**src/hdl/smbus_slave_regs.vh**
```
`ifndef SMBUS_SLAVE_REGS_VH
`define SMBUS_SLAVE_REGS_VH

// status vectors shown to software
`define SV_SLV_DATA 4'h0
`define SV_STOP_LOST 4'h1
`define SV_SLV_ADDR 4'h2
`define SV_SLV_TX_BYTE 4'h4
`define SV_SLV_TX_STOP 4'h5

// address byte layout: address in bits 7..1, direction in bit 0
`define ADDR_DIR_BIT 0
`define DIR_READ 1'b1

// bits per byte on the wire, ack slot follows
`define BYTE_BITS 4'h8

// kinds of arbitration loss reported by the master engine
`define ARB_DATA 2'h0
`define ARB_RSTART 2'h1
`define ARB_STOP_TRY 2'h2
`define ARB_STOP_SEEN 2'h3

`endif

```
**src/hdl/bus_cond_detect.v**
```verilog
`timescale 1ns/1ps
`default_nettype none

// two-stage synchroniser for both wires, then edge and start/stop decode
module bus_cond_detect (
  input wire ref_clk,
  input wire rst,
  input wire scl_in,
  input wire sda_in,
  output wire scl_s,
  output wire sda_s,
  output wire scl_rise,
  output wire scl_fall,
  output wire start_seen,
  output wire stop_seen
);
  reg [1:0] scl_meta_q; // [0] is read only by [1]
  reg [1:0] sda_meta_q;
  reg scl_last_q; // previous synchronised level
  reg sda_last_q;

  // sync chain; released bus idles high so reset to 1
  always @(posedge ref_clk or posedge rst) begin
    if (rst) begin
      scl_meta_q <= 2'h3;
      sda_meta_q <= 2'h3;
      scl_last_q <= 1'b1;
      sda_last_q <= 1'b1;
    end else begin
      scl_meta_q <= {scl_meta_q[0], scl_in};
      sda_meta_q <= {sda_meta_q[0], sda_in};
      scl_last_q <= scl_meta_q[1];
      sda_last_q <= sda_meta_q[1];
    end
  end

  assign scl_s = scl_meta_q[1];
  assign sda_s = sda_meta_q[1];
  assign scl_rise = scl_meta_q[1] & ~scl_last_q;
  assign scl_fall = ~scl_meta_q[1] & scl_last_q;
  // sda moving while scl stays high marks a condition
  assign start_seen = scl_meta_q[1] & scl_last_q & ~sda_meta_q[1] & sda_last_q;
  assign stop_seen = scl_meta_q[1] & scl_last_q & sda_meta_q[1] & ~sda_last_q;
endmodule

`default_nettype wire

```
**src/hdl/smbus_slave_status_engine.v**
```verilog
`include "smbus_slave_regs.vh"
`timescale 1ns/1ps
`default_nettype none

// How it works
// - start, address plus direction, data, stop
// - receiver pulls sda low for ack
// - arbitration leaves exactly one master
// - lines only pulled low or released
// - write address enters receiver, interrupts, requests ack
// - nacked address mutes slave until next start
// - byte ack comes from software ack bit
// - receive interrupt before ack, transmit after
// - stop ends slave receiver operation
// - data write while receiving switches to transmit
// - read address interrupts; acked, loaded bytes shift out
// - no data write falls back to receiver
// - data write after nack flags error
// - sent byte reports 0100 with master ack
// - stop as transmitter reports 0101
// - lost repeated start reports 0010, arb lost
// - lost stop attempt or stop reports 0001
// - stop as receiver reports 0001, flags clear
// - received data byte reports 0000, ack requested
// - start bit after loss retries, else abandons
// - flag columns shared with master status rows
module smbus_slave_status_engine (
  input wire ref_clk,
  input wire rst,
  input wire scl_i,
  output reg scl_o_q,
  output reg scl_oe_n_q,
  input wire sda_i,
  output reg sda_o_q,
  output reg sda_oe_n_q,
  input wire slave_event_inhibit,
  input wire ack_bit,
  input wire start_request_bit,
  input wire si_clear,
  input wire data_wr,
  input wire [7:0] data_wr_byte,
  input wire arb_event,
  input wire [1:0] arb_kind,
  output reg si_q,
  output reg [3:0] status_vector_q,
  output reg ack_request_flag_q,
  output reg arbitration_lost_flag_q,
  output reg ack_q,
  output reg [7:0] rx_data_q,
  output reg slave_rx_q,
  output reg slave_tx_q,
  output reg master_retry_q
);
  // slave sequencer states
  localparam [3:0] S_IDLE = 4'h0;
  localparam [3:0] S_ADDR = 4'h1;
  localparam [3:0] S_ADDR_WAIT = 4'h2;
  localparam [3:0] S_ACK_BIT = 4'h3;
  localparam [3:0] S_RX_DATA = 4'h4;
  localparam [3:0] S_RX_WAIT = 4'h5;
  localparam [3:0] S_TX_DATA = 4'h6;
  localparam [3:0] S_TX_ACK = 4'h7;
  localparam [3:0] S_TX_WAIT = 4'h8;
  localparam [3:0] S_MUTED = 4'h9;

  wire scl_s; // synchronised clock level
  wire sda_s; // synchronised data level
  wire scl_rise;
  wire scl_fall;
  wire start_seen;
  wire stop_seen;

  reg [3:0] state_q; // sequencer state
  reg [3:0] bit_cnt_q; // bits moved in current byte
  reg [7:0] shift_q; // receive shifter
  reg [7:0] tx_q; // transmit shifter
  reg tx_loaded_q; // software loaded a byte this pause
  reg nack_seen_q; // master answered the last byte with nack
  reg scl_hold_q; // stretch scl while software decides
  reg arb_pend_q; // loss as master awaiting next address
  reg si_set; // one-cycle set of the interrupt flag
  reg [3:0] sv_set; // vector loaded with the set
  reg ack_request_flag_set; // request flag loaded with the set
  reg arb_set; // arb-lost flag loaded with the set

  bus_cond_detect u_cond (
    .ref_clk(ref_clk),
    .rst(rst),
    .scl_in(scl_i),
    .sda_in(sda_i),
    .scl_s(scl_s),
    .sda_s(sda_s),
    .scl_rise(scl_rise),
    .scl_fall(scl_fall),
    .start_seen(start_seen),
    .stop_seen(stop_seen)
  );

  // true when the sequencer counts as an addressed receiver
  function rx_active;
    input [3:0] st;
    input rx_flag;
    begin
      rx_active = rx_flag & (st != S_IDLE) & (st != S_MUTED);
    end
  endfunction

  // status events: which row to report this cycle
  always @* begin
    si_set = 1'b0;
    sv_set = `SV_SLV_DATA;
    ack_request_flag_set = 1'b0;
    arb_set = 1'b0;
    if (arb_event) begin
      // master engine lost the bus; same flag columns as slave rows
      si_set = 1'b1;
      arb_set = 1'b1;
      case (arb_kind)
        `ARB_DATA: begin
          sv_set = `SV_SLV_DATA;
          ack_request_flag_set = 1'b1;
        end
        `ARB_RSTART: begin
          sv_set = `SV_SLV_ADDR;
        end
        `ARB_STOP_TRY: begin
          sv_set = `SV_STOP_LOST;
          ack_request_flag_set = 1'b1;
        end
        default: begin
          sv_set = `SV_STOP_LOST;
        end
      endcase
    end else if (stop_seen && slave_tx_q) begin
      si_set = 1'b1;
      sv_set = `SV_SLV_TX_STOP;
    end else if (stop_seen && rx_active(state_q, slave_rx_q)) begin
      si_set = 1'b1;
      sv_set = `SV_STOP_LOST;
    end else if (scl_fall && bit_cnt_q == `BYTE_BITS
                 && (state_q == S_ADDR || state_q == S_RX_DATA)) begin
      // transmit side also ends with a count of eight, so gate by state
      case (state_q)
        S_ADDR: begin
          si_set = 1'b1;
          sv_set = `SV_SLV_ADDR;
          ack_request_flag_set = 1'b1;
          arb_set = arb_pend_q;
        end
        S_RX_DATA: begin
          si_set = 1'b1; // raised before the ack slot
          sv_set = `SV_SLV_DATA;
          ack_request_flag_set = 1'b1;
        end
        default: begin
          si_set = 1'b0;
        end
      endcase
    end else if (scl_fall && state_q == S_TX_ACK) begin
      si_set = 1'b1; // raised after the ack slot
      sv_set = `SV_SLV_TX_BYTE;
    end
  end

  // interrupt flag and status byte; a set in the clear cycle wins
  always @(posedge ref_clk or posedge rst) begin
    if (rst) begin
      si_q <= 1'b0;
      status_vector_q <= 4'h0;
      ack_request_flag_q <= 1'b0;
      arbitration_lost_flag_q <= 1'b0;
      ack_q <= 1'b0;
      rx_data_q <= 8'h00;
      master_retry_q <= 1'b0;
      arb_pend_q <= 1'b0;
    end else begin
      master_retry_q <= 1'b0;
      if (si_set) begin
        si_q <= 1'b1;
        status_vector_q <= sv_set;
        ack_request_flag_q <= ack_request_flag_set;
        arbitration_lost_flag_q <= arb_set;
        if (state_q == S_RX_DATA || state_q == S_ADDR) begin
          rx_data_q <= shift_q;
        end
        if (state_q == S_TX_ACK && !stop_seen) begin
          ack_q <= nack_seen_q ? 1'b0 : 1'b1;
        end
      end else begin
        if (si_clear) begin
          si_q <= 1'b0;
          // retry when asked, otherwise the lost transfer is dropped
          if (arbitration_lost_flag_q) begin
            master_retry_q <= start_request_bit;
          end
        end
        if (data_wr && state_q == S_TX_WAIT && nack_seen_q) begin
          arbitration_lost_flag_q <= 1'b1;
        end
      end
      // a loss as master colours the next address row
      if (arb_event) begin
        arb_pend_q <= 1'b1;
      end else if (si_set && state_q == S_ADDR) begin
        arb_pend_q <= 1'b0;
      end
    end
  end

  // slave sequencer and wire drivers
  always @(posedge ref_clk or posedge rst) begin
    if (rst) begin
      state_q <= S_IDLE;
      bit_cnt_q <= 4'h0;
      shift_q <= 8'h00;
      tx_q <= 8'h00;
      tx_loaded_q <= 1'b0;
      nack_seen_q <= 1'b0;
      scl_hold_q <= 1'b0;
      slave_rx_q <= 1'b0;
      slave_tx_q <= 1'b0;
      scl_o_q <= 1'b0;
      scl_oe_n_q <= 1'b1;
      sda_o_q <= 1'b0;
      sda_oe_n_q <= 1'b1;
    end else begin
      // pins only ever pull low; oe_n high means released
      scl_o_q <= 1'b0;
      sda_o_q <= 1'b0;
      scl_oe_n_q <= ~(scl_hold_q | si_set & (sv_set != `SV_SLV_TX_STOP)
                      & (sv_set != `SV_STOP_LOST) & ~arb_event);
      if (si_set && !arb_event && sv_set != `SV_SLV_TX_STOP
          && sv_set != `SV_STOP_LOST) begin
        scl_hold_q <= 1'b1;
      end
      // software may load the transmit byte during any pause
      if (data_wr) begin
        tx_q <= data_wr_byte;
        tx_loaded_q <= 1'b1;
      end
      if (start_seen) begin
        // a start re-arms the slave, even when muted, unless slave_event_inhibit holds it idle
        bit_cnt_q <= 4'h0;
        scl_hold_q <= 1'b0;
        sda_oe_n_q <= 1'b1;
        slave_rx_q <= 1'b0;
        slave_tx_q <= 1'b0;
        tx_loaded_q <= 1'b0;
        state_q <= slave_event_inhibit ? S_IDLE : S_ADDR;
      end else if (stop_seen) begin
        // stop closes any slave transfer
        state_q <= S_IDLE;
        scl_hold_q <= 1'b0;
        sda_oe_n_q <= 1'b1;
        slave_rx_q <= 1'b0;
        slave_tx_q <= 1'b0;
      end else begin
        case (state_q)
          S_ADDR, S_RX_DATA: begin
            // shift in msb first on each rising scl
            if (scl_rise && bit_cnt_q != `BYTE_BITS) begin
              shift_q <= {shift_q[6:0], sda_s};
              bit_cnt_q <= bit_cnt_q + 4'h1;
            end
            if (scl_fall && bit_cnt_q == `BYTE_BITS) begin
              tx_loaded_q <= 1'b0;
              if (state_q == S_ADDR) begin
                state_q <= S_ADDR_WAIT;
                slave_rx_q <= 1'b1;
              end else begin
                state_q <= S_RX_WAIT;
              end
            end
          end
          S_ADDR_WAIT: begin
            if (si_clear && !si_set) begin
              scl_hold_q <= 1'b0;
              if (!ack_bit) begin
                // declined address: stay silent until a start
                state_q <= S_MUTED;
                slave_rx_q <= 1'b0;
              end else begin
                sda_oe_n_q <= 1'b0; // pull sda for ack
                state_q <= S_ACK_BIT;
                bit_cnt_q <= 4'h0;
              end
            end
          end
          S_RX_WAIT: begin
            if (si_clear && !si_set) begin
              scl_hold_q <= 1'b0;
              sda_oe_n_q <= ~ack_bit;
              state_q <= S_ACK_BIT;
              bit_cnt_q <= 4'h0;
            end
          end
          S_ACK_BIT: begin
            // end of the ack slot decides the direction that follows
            if (scl_fall) begin
              if (tx_loaded_q || (shift_q[`ADDR_DIR_BIT] == `DIR_READ
                  && !slave_rx_q)) begin
                state_q <= S_TX_DATA;
                slave_rx_q <= 1'b0;
                slave_tx_q <= 1'b1;
                tx_loaded_q <= 1'b0;
                sda_oe_n_q <= tx_q[7];
              end else begin
                state_q <= S_RX_DATA;
                sda_oe_n_q <= 1'b1;
              end
            end
          end
          S_TX_DATA: begin
            // next bit goes out on each falling scl
            if (scl_fall) begin
              bit_cnt_q <= bit_cnt_q + 4'h1;
              if (bit_cnt_q == `BYTE_BITS - 4'h1) begin
                sda_oe_n_q <= 1'b1;
                state_q <= S_TX_ACK;
              end else begin
                sda_oe_n_q <= tx_q[6];
                tx_q <= {tx_q[6:0], 1'b1};
              end
            end
          end
          S_TX_ACK: begin
            // high sda in the ack slot is a nack
            if (scl_rise) begin
              nack_seen_q <= sda_s;
            end
            if (scl_fall) begin
              tx_loaded_q <= 1'b0;
              state_q <= S_TX_WAIT;
            end
          end
          S_TX_WAIT: begin
            if (si_clear && !si_set) begin
              scl_hold_q <= 1'b0;
              bit_cnt_q <= 4'h0;
              if (tx_loaded_q || data_wr) begin
                tx_loaded_q <= 1'b0;
                sda_oe_n_q <= data_wr ? data_wr_byte[7] : tx_q[7];
                state_q <= S_TX_DATA;
              end else begin
                // nothing loaded: listen as a receiver again
                state_q <= S_RX_DATA;
                slave_tx_q <= 1'b0;
                slave_rx_q <= 1'b1;
              end
            end
          end
          S_MUTED: begin
            sda_oe_n_q <= 1'b1;
          end
          default: begin
            state_q <= S_IDLE;
          end
        endcase
      end
    end
  end
endmodule

`default_nettype wire

```
**config.mk**
```make
export PLATFORM = sky130hd
export DESIGN_NAME = smbus_slave_status_engine
export DESIGN_NICKNAME = d
export VERILOG_FILES = /design/src/hdl/bus_cond_detect.v /design/src/hdl/smbus_slave_status_engine.v
export VERILOG_INCLUDE_DIRS = /design/src /design/src/hdl
export SDC_FILE = /design/constraint.sdc
export NUM_CORES = 1
export LEC_CHECK = 0
export ABC_AREA = 0
export BUFFER_PORTS_ARGS = -buffer_cell sky130_fd_sc_hd__buf_2
export CORE_ASPECT_RATIO = 1.1
export CORE_MARGIN = 8
export CORE_UTILIZATION = 45
export CTS_BUF_LIST = sky130_fd_sc_hd__clkbuf_2
export DETAILED_ROUTE_END_ITERATION = 12
export PLACE_DENSITY = 0.65
export SKIP_CTS_REPAIR_TIMING = 1
export SYNTH_ARGS = -nofsm -noshare
export SYNTH_HDL_FRONTEND = slang
export SYNTH_SLANG_ARGS = --single-unit
```
**constraint.sdc**
```tcl
create_clock -name ref_clk -period 3.25 [get_ports ref_clk]
set_clock_uncertainty 0.2 [all_clocks]
set_input_delay 0.65 -clock ref_clk [delete_from_list [all_inputs] [get_ports ref_clk]]
set_output_delay 0.65 -clock ref_clk [all_outputs]
set_load 0.05 [all_outputs]
```
* After elaboration in Yosys (flattened, before gate mapping)
Index checks and enable logic that the tools add are counted.
** Cells by class
- Muxes and demuxes :: 109
- Add/subtract/negate cells :: 1
- Equality and inequality tests :: 38
- Reductions and logical operators :: 44
- Bitwise gates (word level) :: 22
** Operators with widths (number)
- $mux 4 :: 22
- $mux 1 :: 69
- $mux 8 :: 6
- $ne 4x4->1 const B :: 12
- $pmux 4 s8 :: 1
- $eq 4x3->1 const B :: 5
- $reduce_and 9->1 :: 2
- $pmux 4 s4 :: 1
- $logic_and 1x1->1 :: 15
- $and 1x1->1 :: 12
- $eq 4x4->1 const B :: 3
- $ne 3x3->1 const B :: 4
- $ne 4x1->1 const B :: 3
- $ne 4x3->1 const B :: 3
- $not 1->1 :: 9
- $eq 4x2->1 const B :: 2
- $pmux 1 s4 :: 2
- $reduce_and 4->1 :: 2
- $reduce_and 8->1 :: 1
- $reduce_bool 4->1 :: 2
- $reduce_bool 8->1 :: 1
- $reduce_and 7->1 :: 1
- $mux 2 :: 3
- $mux 3 :: 2
- 20 further kinds :: 31
** Storage, ports and cells
- Output and inout port bits :: 23
- Flip-flop bits (word level) :: 55
- Word-level logic and storage cells :: 237
- Bits of input ports :: 20

* Depth between registers and ports, before layout
Gate-level depths: netlist of run 1.
- Depth in word-level cells :: 16
- Mapped depth :: 9
- Depth with buffers taken out :: 8

* Hierarchy
From an unflattened synthesis of run 1, not the netlist that was laid out.
** Second synthesis, totals
- Cells, all modules :: 301
- Area total of the unflattened synthesis :: 2980.4 um2
** By module, submodules not included
- smbus_slave_status_engine :: cells an instance 290, area each 2786.4 um2, times used 1, sequential area each 1203.7 um2
- bus_cond_detect :: cells an instance 11, area each 193.9 um2, times used 1, sequential area each 157.7 um2

* Worst setup path before layout of run 1
Ideal clock, no wire load.
- Path type :: register to register
- Start :: register slave_tx_q
- End :: register bit_cnt_q[2]
- Arrival time :: 2.153 ns
- Stages on the path, launching flop included :: 7
- Period minus slack after synthesis :: 2.477 ns
- Setup time :: 0.124 ns
- Path buffers :: 0
- Data required time :: 2.926 ns
- Setup slack :: 0.773 ns
- Cell sequence :: dfrtp_1 > nor3_1 > a211oi_2 > o41ai_4 > a21oi_1 > or2_1 > a211o_1
** On the way
- Word-level cells in the longest chain between the ends :: 7
- Elaborated cells on any way between the ends :: 8
- Classes of those cells :: eq/ne: 2; mux: 2; reduce/logical: 4
** Ends and longest elaborated chain
- start, declared :: line smbus_slave_status_engine.v:51 : output reg slave_tx_q,
- start signal, assigned :: line smbus_slave_status_engine.v:221 : slave_tx_q <= 1'b0;
- start signal, assigned :: line smbus_slave_status_engine.v:247 : slave_tx_q <= 1'b0;
- start signal, assigned :: line smbus_slave_status_engine.v:256 : slave_tx_q <= 1'b0;
- $logic_and 1x1->1 * :: line smbus_slave_status_engine.v:134 : end else if (stop_seen && slave_tx_q) begin
- $mux 1 * :: line smbus_slave_status_engine.v:134
- $mux 1 * :: line smbus_slave_status_engine.v:114 : if (arb_event) begin
- $logic_not 1->1 * :: line smbus_slave_status_engine.v:276, smbus_slave_status_engine.v:290, smbus_slave_status_engine.v:337
- $logic_and 1x1->1 * :: line smbus_slave_status_engine.v:276, smbus_slave_status_engine.v:290, smbus_slave_status_engine.v:337
- $ne 3x3->1 (no source line) / $ne 3x1->1 (equally long branches)
- $reduce_and 7->1 (no source line) *
- end signal, assigned :: line smbus_slave_status_engine.v:263 : bit_cnt_q <= bit_cnt_q + 4'h1;
- end signal, assigned :: line smbus_slave_status_engine.v:316 : bit_cnt_q <= bit_cnt_q + 4'h1;
- end, declared :: line smbus_slave_status_engine.v:74 : reg [3:0] bit_cnt_q;
Every way passes the cells marked *; elsewhere a longest branch is shown, timed or not.
A chain may end at the register's enable or synchronous reset.

* Final worst setup path of run 1
- Start :: register u_cond.scl_meta_q[1]
- End :: register rx_data_q[4]
** On the way
- Word-level cells in the longest chain between the ends :: 9
- Elaborated cells on any way between the ends :: 16
- Classes of those cells :: mux: 5; bitwise: 5; reduce/logical: 6
** Ends and longest elaborated chain
- start, declared :: line bus_cond_detect.v:17 : reg [1:0] scl_meta_q;
- start signal, assigned :: line bus_cond_detect.v:30 : scl_meta_q <= {scl_meta_q[0], scl_in};
- $not 1->1 :: line bus_cond_detect.v:40 : assign scl_fall = ~scl_meta_q[1] & scl_last_q;
- $and 1x1->1 :: line bus_cond_detect.v:40
- $logic_and 1x1->1 (on tied branches)
- $mux 1 / $logic_and 1x1->1 (equally long branches) :: line smbus_slave_status_engine.v:159, smbus_slave_status_engine.v:140
- $mux 1 :: line smbus_slave_status_engine.v:140 : end else if (scl_fall && bit_cnt_q == `BYTE_BITS
- $mux 1 :: line smbus_slave_status_engine.v:137 : end else if (stop_seen && rx_active(state_q, slave_rx_q)) begin
- $mux 1 * :: line smbus_slave_status_engine.v:134
- $mux 1 * :: line smbus_slave_status_engine.v:114
- $reduce_and 2->1 (no source line) *
- end signal, assigned :: line smbus_slave_status_engine.v:184 : rx_data_q <= shift_q;
- end, declared :: line smbus_slave_status_engine.v:49 : output reg [7:0] rx_data_q,
Marks and branches as above.

==> metrics.md, run 1 <==
| Metric | Value |
|---|---|
| Share of the yosys chip area belonging to registers | 0.4564 |
| Setup repair after global routing missed its margin | no |
| Final global-route overflow total | 0 |
| Sum of net half-perimeters after detailed placement | 5305 um |
| Cell Area, Synth | 2983 um^2 |
| Maximum number of pins on one net before global-route repair | 29 |
| Maximum Capacitance Violations | 0 |
| CORE AREA | 6516 um^2 |
| CTS Sinks | 54 |
| CP cell instances | nand2b_1 > nor3_2 > or2_2 > nor3_2 > nand2b_1 > mux2_4 |
| Number of top-level pins | 43 |
| Startpoint of the most critical setup path | u_cond.scl_meta_q[1] |
| Leading cell type in the layout, fill and taps excluded | dfrtp_1 |
| Clock Path Buffers | 2 |
| Count of standard-cell rows | 31 |
| Violated checks | negative hold slack |
| Clock latency of the later-clocked register in the worst-skew pair | 0.45 ns |
| Post-synth top area share | 0.3859 |
| Final period util | 0.8836 |
| Area added between synthesis and finish | 12.67% |
| Launching point of the worst reg2reg path | u_cond.scl_meta_q[1] |
| Type of the worst min-delay path | input port to asynchronous set/reset pin |
| Crit-path slowest cell | dfstp_2 |
| Sum of routed wire length over all layers | 7138 um |
| Worst voltage drop across the vdd grid | 509.7 uV |
| Clock period minus final worst setup slack | 2.872 ns |
| Path depth of the worst reg2reg path | 6 |
| Hold Vio Cnt, Final | 4 |
| Result of the run | finished with violations |
| Clk pin slew, worst setup/hold paths | 0.30 ns |
| Slew at the pin closest to its max-slew limit | 0.6753 ns |
| TritonCTS clock tree | built |
| Number of nets at the end of the flow | 359 |
| GPL Wtd Cong | 0.9390 |
| Post-synth top area cell | dfrtp_1 |
| CP Data Required Time | 3.43 ns |
| Max-slew violation count | 0 |
| Number of diodes added for antenna fixing | 0 |
| Critical Setup Path Class | flip-flop to flip-flop |
| Vias | 2437 |
| Setup crit start kind | flip-flop |
| Root Buffer | clkbuf_2 |
| Number of antenna violations at the first check in global routing | 0 |
| Core utilization of the finished layout | 0.5157 |
| Synth unique cells | 61 |
| Tightest slew margin relative to the limit | 0.5489 |
| Commonest cells after routing, fill and taps aside | dfrtp_1, buf_2, nor2_1, a21oi_1, nand2_1 |
| Number of warnings printed during yosys synthesis | 0 |
| Summed negative setup slack over all endpoints | 0 ns |
| Routed wirelength normalized by instance count | 17.00 um |
| Last element of the critical path | rx_data_q[4] |
| GR Util All Layers | 0.1575 |
| Reg-to-reg endpoint | rx_data_q[4] |
| Type of element capturing the critical path | flip-flop |
| Number of instances in the synthesized netlist | 297 |
| Setup slack, reg-to-reg | 0.38 ns |
| Main flop type after synthesis | dfrtp_1 |
| Cell area power density | 892.0 nW/um^2 |
| Number of buffer cells added on primary ports | 39 |
| Drt first-iter violations | 155 |
| Die Ht | 101.4 um |
| Fmax | 0.3482 GHz |
| Async SR Flop Fraction | 1.000 |
| CTS H-tree depth | 2 |
| Via count of the first global-routing pass | 2417 |
| Total Die Area | 9493 um^2 |
| Leakage | 1.507 nW |
| Final antenna-violating net count | 0 |
| Average vias per placed instance | 5.802 |
| Finish-stage setup viols | 0 |
| Maximum cell stage delay along the critical path | 0.66 ns |
| Effective utilization at floorplan | 0.4578 |
| Synthesis-stage register bit count | 54 |
| Top cells by area, synth | dfrtp_1, dfstp_2, a21oi_1 |
| Number of enable flip-flop cells after synthesis | 0 |
| Critical path arrival | 3.06 ns |
| Global-route wire length before repair | 12050 um |
| Final routed DRC violation total | 0 |
| Horizontal extent of the die | 93.63 um |
| Mean instance size in the synthesized netlist | 10.04 um^2 |
| Count of TritonRoute iterations in the first routing pass | 4 |
| Largest fanout of any net on the critical path | 9 |
| Final hold slack | -0.001756 ns |
| Cts bufs inserted | 5 |
| Share of layout cells above drive strength 1 | 0.2722 |
-- cells by family (layout without fill, tap and decap cells) --
logic type,count (synthesis),count (layout),share of synthesized area
other,1,3,0.001257
multiplexers,26,26,0.1045
AND/OR/NAND/NOR,107,107,0.2064
adder cells (fa/ha/maj),2,2,0.008388
AO/OA/AOI/OAI,75,75,0.1674
buffers and inverters,29,68,0.04446
XOR/XNOR,3,3,0.01133
flip-flops,54,54,0.4564
-- layer usage --
layer,wire length [um],share of wire,GRT usage,vias to the layer above
met4,147,0.021,0.05617,0
met5,0,0,0,-
met2,3449,0.48,0.2557,80
li1,-,-,-,1167
met3,370,0.052,0.02891,11
met1,3171,0.44,0.2046,1179
-- sequential cells by signal (all words and copies together), names as in the netlist, 2 cells and up --
register and cells:
bit_cnt_q 4, rx_data_q 8, shift_q 8, state_q 4, status_vector_q 3, tx_q 8, u_cond.scl_meta_q 2, u_cond.sda_meta_q 2
-- cell type report --
cell class | instances | area (um^2)
Fill cell | 628 | 3156
Sequential cell | 54 | 1361
Clock buffer | 5 | 25.02
Tap cell | 82 | 102.6
Multi-Input combinational cell | 216 | 1496
Inverter | 11 | 41.29
Timing Repair Buffer | 49 | 285.3
Clock inverter | 3 | 48.80
-- cells in the mapped netlist, drive strengths merged, types with 2 or more instances --
master	count
dfrtp	46
nor3b	3
xnor2	2
nand2b	6
and4b	2
nor2	29
mux2	17
a311oi	3
dfstp	8
buf	9
nor4	3
or2	3
o211ai	2
o221ai	3
and3b	2
o31ai	4
a221o	2
inv	11
ha	2
nor2b	8
a31oi	3
or3	2
mux2i	9
nand2	14
a21oi	26
nand4	2
a211oi	4
nor3	10
a22oi	2
nand3b	3
clkbuf	9
and2	2
nor4b	2
and3	3
nand3	8
nand4b	2
o21ai	16
-- critical path: cells and delay by family (launching register included) --
kind / cells / cell delay (ns)
and+or+nand+nor: 5 / 1.61
DFF: 1 / 0.66
muxes: 1 / 0.35
-- report_power, final --
group / total (mW) / leakage [nW] / switching [mW] / internal (mW)
sequential: 1.06 / 0.652 / 0.191 / 0.868
combinational: 1.57 / 0.814 / 0.958 / 0.610
clock: 0.371 / 0.0411 / 0.236 / 0.135
total: 3.00 / 1.51 / 1.38 / 1.61
-- through the flow --
step	worst slack [ns]	std cells	area, um^2	power [mW]
final	0.3783	420	3361	2.998
after floorplan	0.7734	299	2990	2.244
after detailed placement	0.3992	411	3277	2.637
after CTS	0.3725	419	3351	3.013
after global routing	0.2157	420	3361	3.203
after global placement	0.4639	411	3277	2.611
-- how the worst min path moves through the flow --
stage	depth (start not counted)	slack (ns)	start	end
floorplan	0	0.15	u_cond.scl_meta_q[0]	u_cond.scl_meta_q[1]
global placement	0	0.15	u_cond.scl_meta_q[0]	u_cond.scl_meta_q[1]
detailed placement	0	0.15	u_cond.scl_meta_q[0]	u_cond.scl_meta_q[1]
CTS	2	-0.01	rst	nack_seen_q
global route	2	0.001	rst	ack_q
finish	2	-0.002	rst	nack_seen_q
(Power assumes the default switching activity.)
==> run 2, diff against run 1 <==
- CORE_UTILIZATION: 45 -> 30
- PLACE_DENSITY: 0.65 -> default
==> run 2 against run 1 <==
Against the previous run: the run still ends with negative hold slack left; final area up 1.9%; highest routed layer unchanged; critical path type unchanged; global-route usage decreased by 4.7 points; setup slack improved by 0.13 ns; sequential share of layout area is 0.77 points lower; combinational power is 3% lower; sequential power about the same; maximum frequency grew 4.9%; die area is 41% higher; cell count up 9.5%; clock power down 1%; utilization fell by 17 points.
==> metrics.md, run 2 (synthesized netlist as in run 1, its figures left out) <==
| Metric | Value |
|---|---|
| Result of the run | finished with violations |
| Violated checks | negative hold slack |
| Horizontal extent of the die | 111.1 um |
| Largest registers in the final layout | rx_data_q: 8 flops, shift_q: 8 flops, tx_q: 8 flops |
| Number of diodes added for antenna fixing | 0 |
| Effective utilization at floorplan | 0.3045 |
| Summed negative setup slack over all endpoints | 0 ns |
| Commonest cells after routing, fill and taps aside | dfrtp_1, buf_2, nor2_1, a21oi_1, nand2_1 |
| Vias | 2396 |
| Crit-path slowest cell | dfrtp_1 |
| Largest fanout of any net on the critical path | 16 |
| Final standard cell count with taps included and fillers excluded | 460 |
| Finish-stage setup viols | 0 |
| Sum of routed wire length over all layers | 7429 um |
| Critical Setup Path Class | flip-flop to flip-flop |
| # placed instances | 450 |
| TritonCTS clock tree | built |
| Share of layout cells above drive strength 1 | 0.2735 |
| Maximum Capacitance Violations | 0 |
| Leading cell type in the layout, fill and taps excluded | dfrtp_1 |
| Final period util | 0.8424 |
| Root Buffer | clkbuf_2 |
| Leakage | 1.516 nW |
| Total Die Area | 13390 um^2 |
| Count of TritonRoute iterations in the first routing pass | 5 |
| Fmax | 0.3652 GHz |
| Number of nets at the end of the flow | 361 |
| Worst voltage drop across the vdd grid | 273.2 uV |
| Drt first-iter violations | 125 |
| Setup crit start kind | flip-flop |
| Number of top-level pins | 43 |
| Total area of multi-input combinational cells | 1496 um^2 |
| CTS H-tree depth | 2 |
| Minimum setup slack after placement | 0.5638 ns |
| Cell area power density | 869.1 nW/um^2 |
| Type of the worst min-delay path | input port to asynchronous set/reset pin |
| Hold Vio Cnt, Final | 18 |
| Routed wirelength normalized by instance count | 16.15 um |
| Final routed DRC violation total | 0 |
| Filler Cell Count | 1001 |
| Count of standard-cell rows | 38 |
| Area added between synthesis and finish | 14.85% |
| Cts bufs inserted | 5 |
| CP Data Required Time | 3.43 ns |
| Path depth of the worst reg2reg path | 7 |
| Global-route wire length before repair | 12290 um |
| Register cell area after layout | 1361 um^2 |
| Die Ht | 120.6 um |
| Via count of the first global-routing pass | 2400 |
| Final hold slack | -0.01581 ns |
| Sum of net half-perimeters after detailed placement | 5585 um |
| Type of element capturing the critical path | flip-flop |
| CORE AREA | 9794 um^2 |
| Slew at the pin closest to its max-slew limit | 0.6173 ns |
| GPL Wtd Cong | 0.8670 |
| Average vias per placed instance | 5.209 |
| Number of antenna violations at the first check in global routing | 0 |
| Clock latency of the later-clocked register in the worst-skew pair | 0.47 ns |
| Max-slew violation count | 0 |
| Maximum number of pins on one net before global-route repair | 29 |
| Critical path arrival | 2.92 ns |
| Core utilization of the finished layout | 0.3498 |
| Number of buffer cells added on primary ports | 39 |
| Setup repair after global routing missed its margin | no |
| Tightest slew margin relative to the limit | 0.5877 |
| CTS Sinks | 54 |
| GR Util All Layers | 0.1103 |
| Clock Path Buffers | 2 |
| Final antenna-violating net count | 0 |
| Maximum cell stage delay along the critical path | 0.74 ns |
| Final global-route overflow total | 0 |
| Clk pin slew, worst setup/hold paths | 0.31 ns |
| Clock period minus final worst setup slack | 2.738 ns |
| Setup slack of the critical path after layout | 0.5121 ns |
| CP cell instances | nand2b_1 > nor3_2 > or2_2 > nor3_2 > nand2b_1 > buf_4 > mux2_4 |
==> run 2: cell count changes in the layout (fill, tap and decap cells not counted) <==
cell           delta
buf_4             +1
dlygate4sd3_1     +1
==> run 2: metrics by stage <==
| step | hold WS, ns | total power [mW] | area (um^2) |
|---|---|---|---|
| after floorplan | 0.1452 | 2.244 | 2990 |
| after global placement | 0.1466 | 2.595 | 3332 |
| after detailed placement | 0.1487 | 2.613 | 3332 |
| after CTS | -0.01791 | 2.990 | 3406 |
| after global routing | 0.0005842 | 3.177 | 3426 |
| final | -0.01581 | 2.977 | 3426 |
==> run 2: layer usage <==
| metal | GRT usage | vias to the layer above | wire (um) |
|---|---|---|---|
| li1 | - | 1164 | - |
| met1 | 0.1380 | 1155 | 3353 |
| met2 | 0.1846 | 68 | 3580 |
| met3 | 0.02179 | 9 | 390 |
| met4 | 0.04087 | 0 | 104 |
| met5 | 0 | - | 0 |
==> run 2: worst paths after layout <==
| check | from | slack, ns | to |
|---|---|---|---|
| max | state_q[0] | 0.51 | rx_data_q[4] |
| min | rst | -0.02 | rx_data_q[2] |
| max reg2reg | state_q[0] | 0.51 | rx_data_q[4] |
| min reg2reg | u_cond.scl_meta_q[0] | 0.18 | u_cond.scl_meta_q[1] |
| max in group asynchronous | rst | 2.22 | u_cond.sda_meta_q[1] |
| min in group ref_clk | arb_kind[0] | 0.13 | ack_request_flag_q |
==> run 2: cell type report <==
type,instances,area share
inverters,11,0.01205
clock buffers,5,0.007305
clock inverters,3,0.01424
multi-input cells,216,0.4368
flip-flops and latches,54,0.3974
repair buffers,51,0.08839
well taps,120,0.04383
==> run 2: where the power goes <==
group / internal [mW] / switching [mW] / leakage (nW)
combinational: 0.601 / 0.924 / 0.823
sequential: 0.868 / 0.218 / 0.652
clock: 0.135 / 0.232 / 0.0411
total: 1.60 / 1.37 / 1.52
==> run 2: worst max-delay path: cells and delay by family (launching register included) <==
family | cells | cell delay (ns)
muxes | 1 | 0.31
and+or+nand+nor | 5 | 1.21
buffers and inverters | 1 | 0.20
DFF | 1 | 0.74
==> run 3, diff against run 2 <==
- ABC_AREA: 0 -> 1
- clock period: 3.25 -> 2.4 ns (I/O delays scaled with it)
==> run 3 against run 2 <==
Against the previous run: the run now ends clean; die area down 0.87%; global-route usage down 0.45 points; via count up 7.9%; synthesized cell count up 26%; combinational power down 77%; highest routed layer unchanged.
==> metrics.md, run 3 <==
| Metric | Value |
|---|---|
| Sum of routed wire length over all layers | 7207 um |
| Most used standard cells in the synthesized netlist | nand2_1, dfrtp_1, inv_1, nor2_1, nand3_1 |
| Share of layout cells above drive strength 1 | 0.2401 |
| Final cell area excluding filler cells | 3461 um^2 |
| Via count of the first global-routing pass | 2471 |
| Most common cell in the synthesized netlist | nand2_1 |
| Synth unique cells | 34 |
| Setup crit start kind | flip-flop |
| GR Util All Layers | 0.1058 |
| Average vias per placed instance | 4.710 |
| Type of the worst min-delay path | input port to flip-flop |
| Number of warnings printed during yosys synthesis | 0 |
| Root Buffer | clkbuf_2 |
| Area added between synthesis and finish | 17.20% |
| Mean instance size in the synthesized netlist | 7.895 um^2 |
| Clock latency of the later-clocked register in the worst-skew pair | 0.47 ns |
| CTS Sinks | 54 |
| Commonest cells after routing, fill and taps aside | nand2_1, dfrtp_1, inv_1, buf_2, nor2_1 |
| Sum of net half-perimeters after detailed placement | 5418 um |
| Number of buffer cells added on primary ports | 39 |
| Tot Pwr | 1.881 mW |
| Total area of multi-input combinational cells | 1365 um^2 |
| Die Ht | 120.1 um |
| Setup slack, reg-to-reg | 0.16 ns |
| Register cell area after layout | 1363 um^2 |
| Worst Hold Depth | 3 |
| Number of enable flip-flop cells after synthesis | 0 |
| Maximum cell stage delay along the critical path | 0.46 ns |
| Final routed DRC violation total | 0 |
| Count of standard-cell rows | 38 |
| Synthesized-area fraction occupied by and/or/nand/nor cells | 0.3106 |
| Maximum Capacitance Violations | 0 |
| Cell area power density | 543.6 nW/um^2 |
| Cell Area, Synth | 2953 um^2 |
| Largest fanout of any net on the critical path | 7 |
| Async SR Flop Fraction | 1.000 |
| Type of element capturing the critical path | flip-flop |
| Maximum number of pins on one net before global-route repair | 37 |
| Number of antenna violations at the first check in global routing | 0 |
| Max-slew violation count | 0 |
| Result of the run | finished clean |
| Launching point of the worst reg2reg path | bit_cnt_q[0] |
| Count of TritonRoute iterations in the first routing pass | 5 |
| Vias | 2586 |
| CP Data Required Time | 2.62 ns |
| Cts bufs inserted | 5 |
| Synthesis-stage register bit count | 54 |
| Total Die Area | 13280 um^2 |
| Share of the yosys chip area belonging to registers | 0.4610 |
| Post-synth top area cell | dfrtp_1 |
| Post-synth top area share | 0.3898 |
| Fmax | 0.4470 GHz |
| Drt first-iter violations | 130 |
| Effective utilization at floorplan | 0.3030 |
| Path depth of the worst reg2reg path | 10 |
| Number of top-level pins | 43 |
| Clock period minus final worst setup slack | 2.237 ns |
| Number of nets at the end of the flow | 450 |
| Routed wirelength normalized by instance count | 13.13 um |
| Final hold slack | 0.02063 ns |
| Number of diodes added for antenna fixing | 0 |
| Filler Cell Count | 1029 |
| Clock Path Buffers | 2 |
| Placed inst area | 3281 um^2 |
| Synth Area in Adders | 0.008475 |
| Crit-path slowest cell | dfrtp_1 |
| Reg-to-reg endpoint | state_q[1] |
| Worst voltage drop across the vdd grid | 302.2 uV |
| Hold EP | status_vector_q[1] |
| Hold Vio Cnt, Final | 0 |
| Worst path buffer plus inverter count | 1 |
| CP cell instances | inv_1 > ha_1 > nand3_1 > nor2_1 > a21oi_4 > nand4_4 > a21oi_4 > nand2_2 > nand2_1 > nand2_1 |
| Clk pin slew, worst setup/hold paths | 0.32 ns |
| Main flop type after synthesis | dfrtp_1 |
| CORE AREA | 9747 um^2 |
| Leakage | 1.794 nW |
| Final global-route overflow total | 0 |
| Proportion of synthesized area in mux cells | 0 |
| GPL Wtd Cong | 0.9218 |
| Critical Setup Path Class | flip-flop to flip-flop |
| Horizontal extent of the die | 110.6 um |
| Launch instance of the worst min-delay path | arb_kind[0] |
| Finish-stage setup viols | 0 |
| Largest registers in the final layout | rx_data_q: 8 flops, shift_q: 8 flops, tx_q: 8 flops |
| Final antenna-violating net count | 0 |
| CTS H-tree depth | 2 |
| Final period util | 0.9322 |
| Fraction of the mapped netlist area in compound gates | 0.1275 |
| Worst path top cell family by delay | simple AND/OR/NAND/NOR gates |
| TritonCTS clock tree | built |
| Leading cell type in the layout, fill and taps excluded | nand2_1 |
| Top cells by area, synth | dfrtp_1, nand2_1, dfstp_2 |
| Summed negative setup slack over all endpoints | 0 ns |
| Largest family of logic cells by synthesized area | simple AND/OR/NAND/NOR gates |
| Post-synthesis share of cell area spent on xor and xnor gates | 0.005932 |
| Critical path arrival | 2.46 ns |
| Global-route wire length before repair | 11870 um |
| Number of instances in the synthesized netlist | 374 |
run 3: cell count changes after synthesis, moves of 10 or more:
cell and delta:
nand2_1 +82, inv_1 +32, nand3_1 +22, o21ai_0 +14, a21oi_1 -10, nand2_2 +10
run 3: per-stage QoR:
step	utilization	cells	setup slack, ns
floorplan	-	376	0.4066
global placement	0.3366	530	0.07615
detailed placement	0.3366	530	0.09287
CTS	0.3442	538	0.06527
global route	0.3551	549	-0.01901
finish	0.3551	549	0.1628
run 3: area by class of cell:
cell class	count	area share
multi-input cells	265	0.3944
flip-flops and latches	54	0.3937
repair buffers	53	0.09400
inverters	49	0.05315
well taps	120	0.04338
clock inverters	3	0.01410
clock buffers	5	0.007231
run 3: where the power goes:
| part | internal (mW) | total [mW] | leakage (nW) | switching, mW |
|---|---|---|---|---|
| sequential | 0.978 | 1.03 | 0.673 | 0.0491 |
| combinational | 0.123 | 0.345 | 1.08 | 0.221 |
| clock | 0.183 | 0.510 | 0.0411 | 0.327 |
run 3: worst max-delay path by stage:
stage	start	to	slack, ns	cells after the start
global route	bit_cnt_q[0]	state_q[0]	-0.02	10
detailed placement	u_cond.scl_meta_q[1]	state_q[3]	0.09	9
CTS	u_cond.scl_meta_q[1]	state_q[0]	0.07	9
floorplan	u_cond.sda_meta_q[1]	rx_data_q[0]	0.41	14
global placement	bit_cnt_q[0]	state_q[1]	0.08	10
finish	bit_cnt_q[0]	state_q[1]	0.16	10
run 3: per-layer routing:
metal / wire length (um) / share of wire / global-route usage / vias to the layer above
li1: - / - / - / 1310
met1: 3360 / 0.47 / 0.1368 / 1190
met2: 3381 / 0.47 / 0.1738 / 73
met3: 358 / 0.050 / 0.02146 / 13
met4: 106 / 0.015 / 0.03212 / 0
met5: 0 / 0 / 0 / -
run 3: kinds of logic after synthesis:
family | Yosys count
and+or+nand+nor | 193
AOI/OAI and AO/OA | 64
buffers and inverters | 58
DFF | 54
xor gates and xnor gates | 2
adders and majority gates | 2
other | 1
run 3: worst register-to-register path, cell delays in order (launching register included):
cell and delay (ns):
dfrtp_1 0.46, inv_1 0.06, ha_1 0.19, nand3_1 0.17
nor2_1 0.14, a21oi_4 0.25, nand4_4 0.21, a21oi_4 0.30
nand2_2 0.11, nand2_1 0.07, nand2_1 0.05
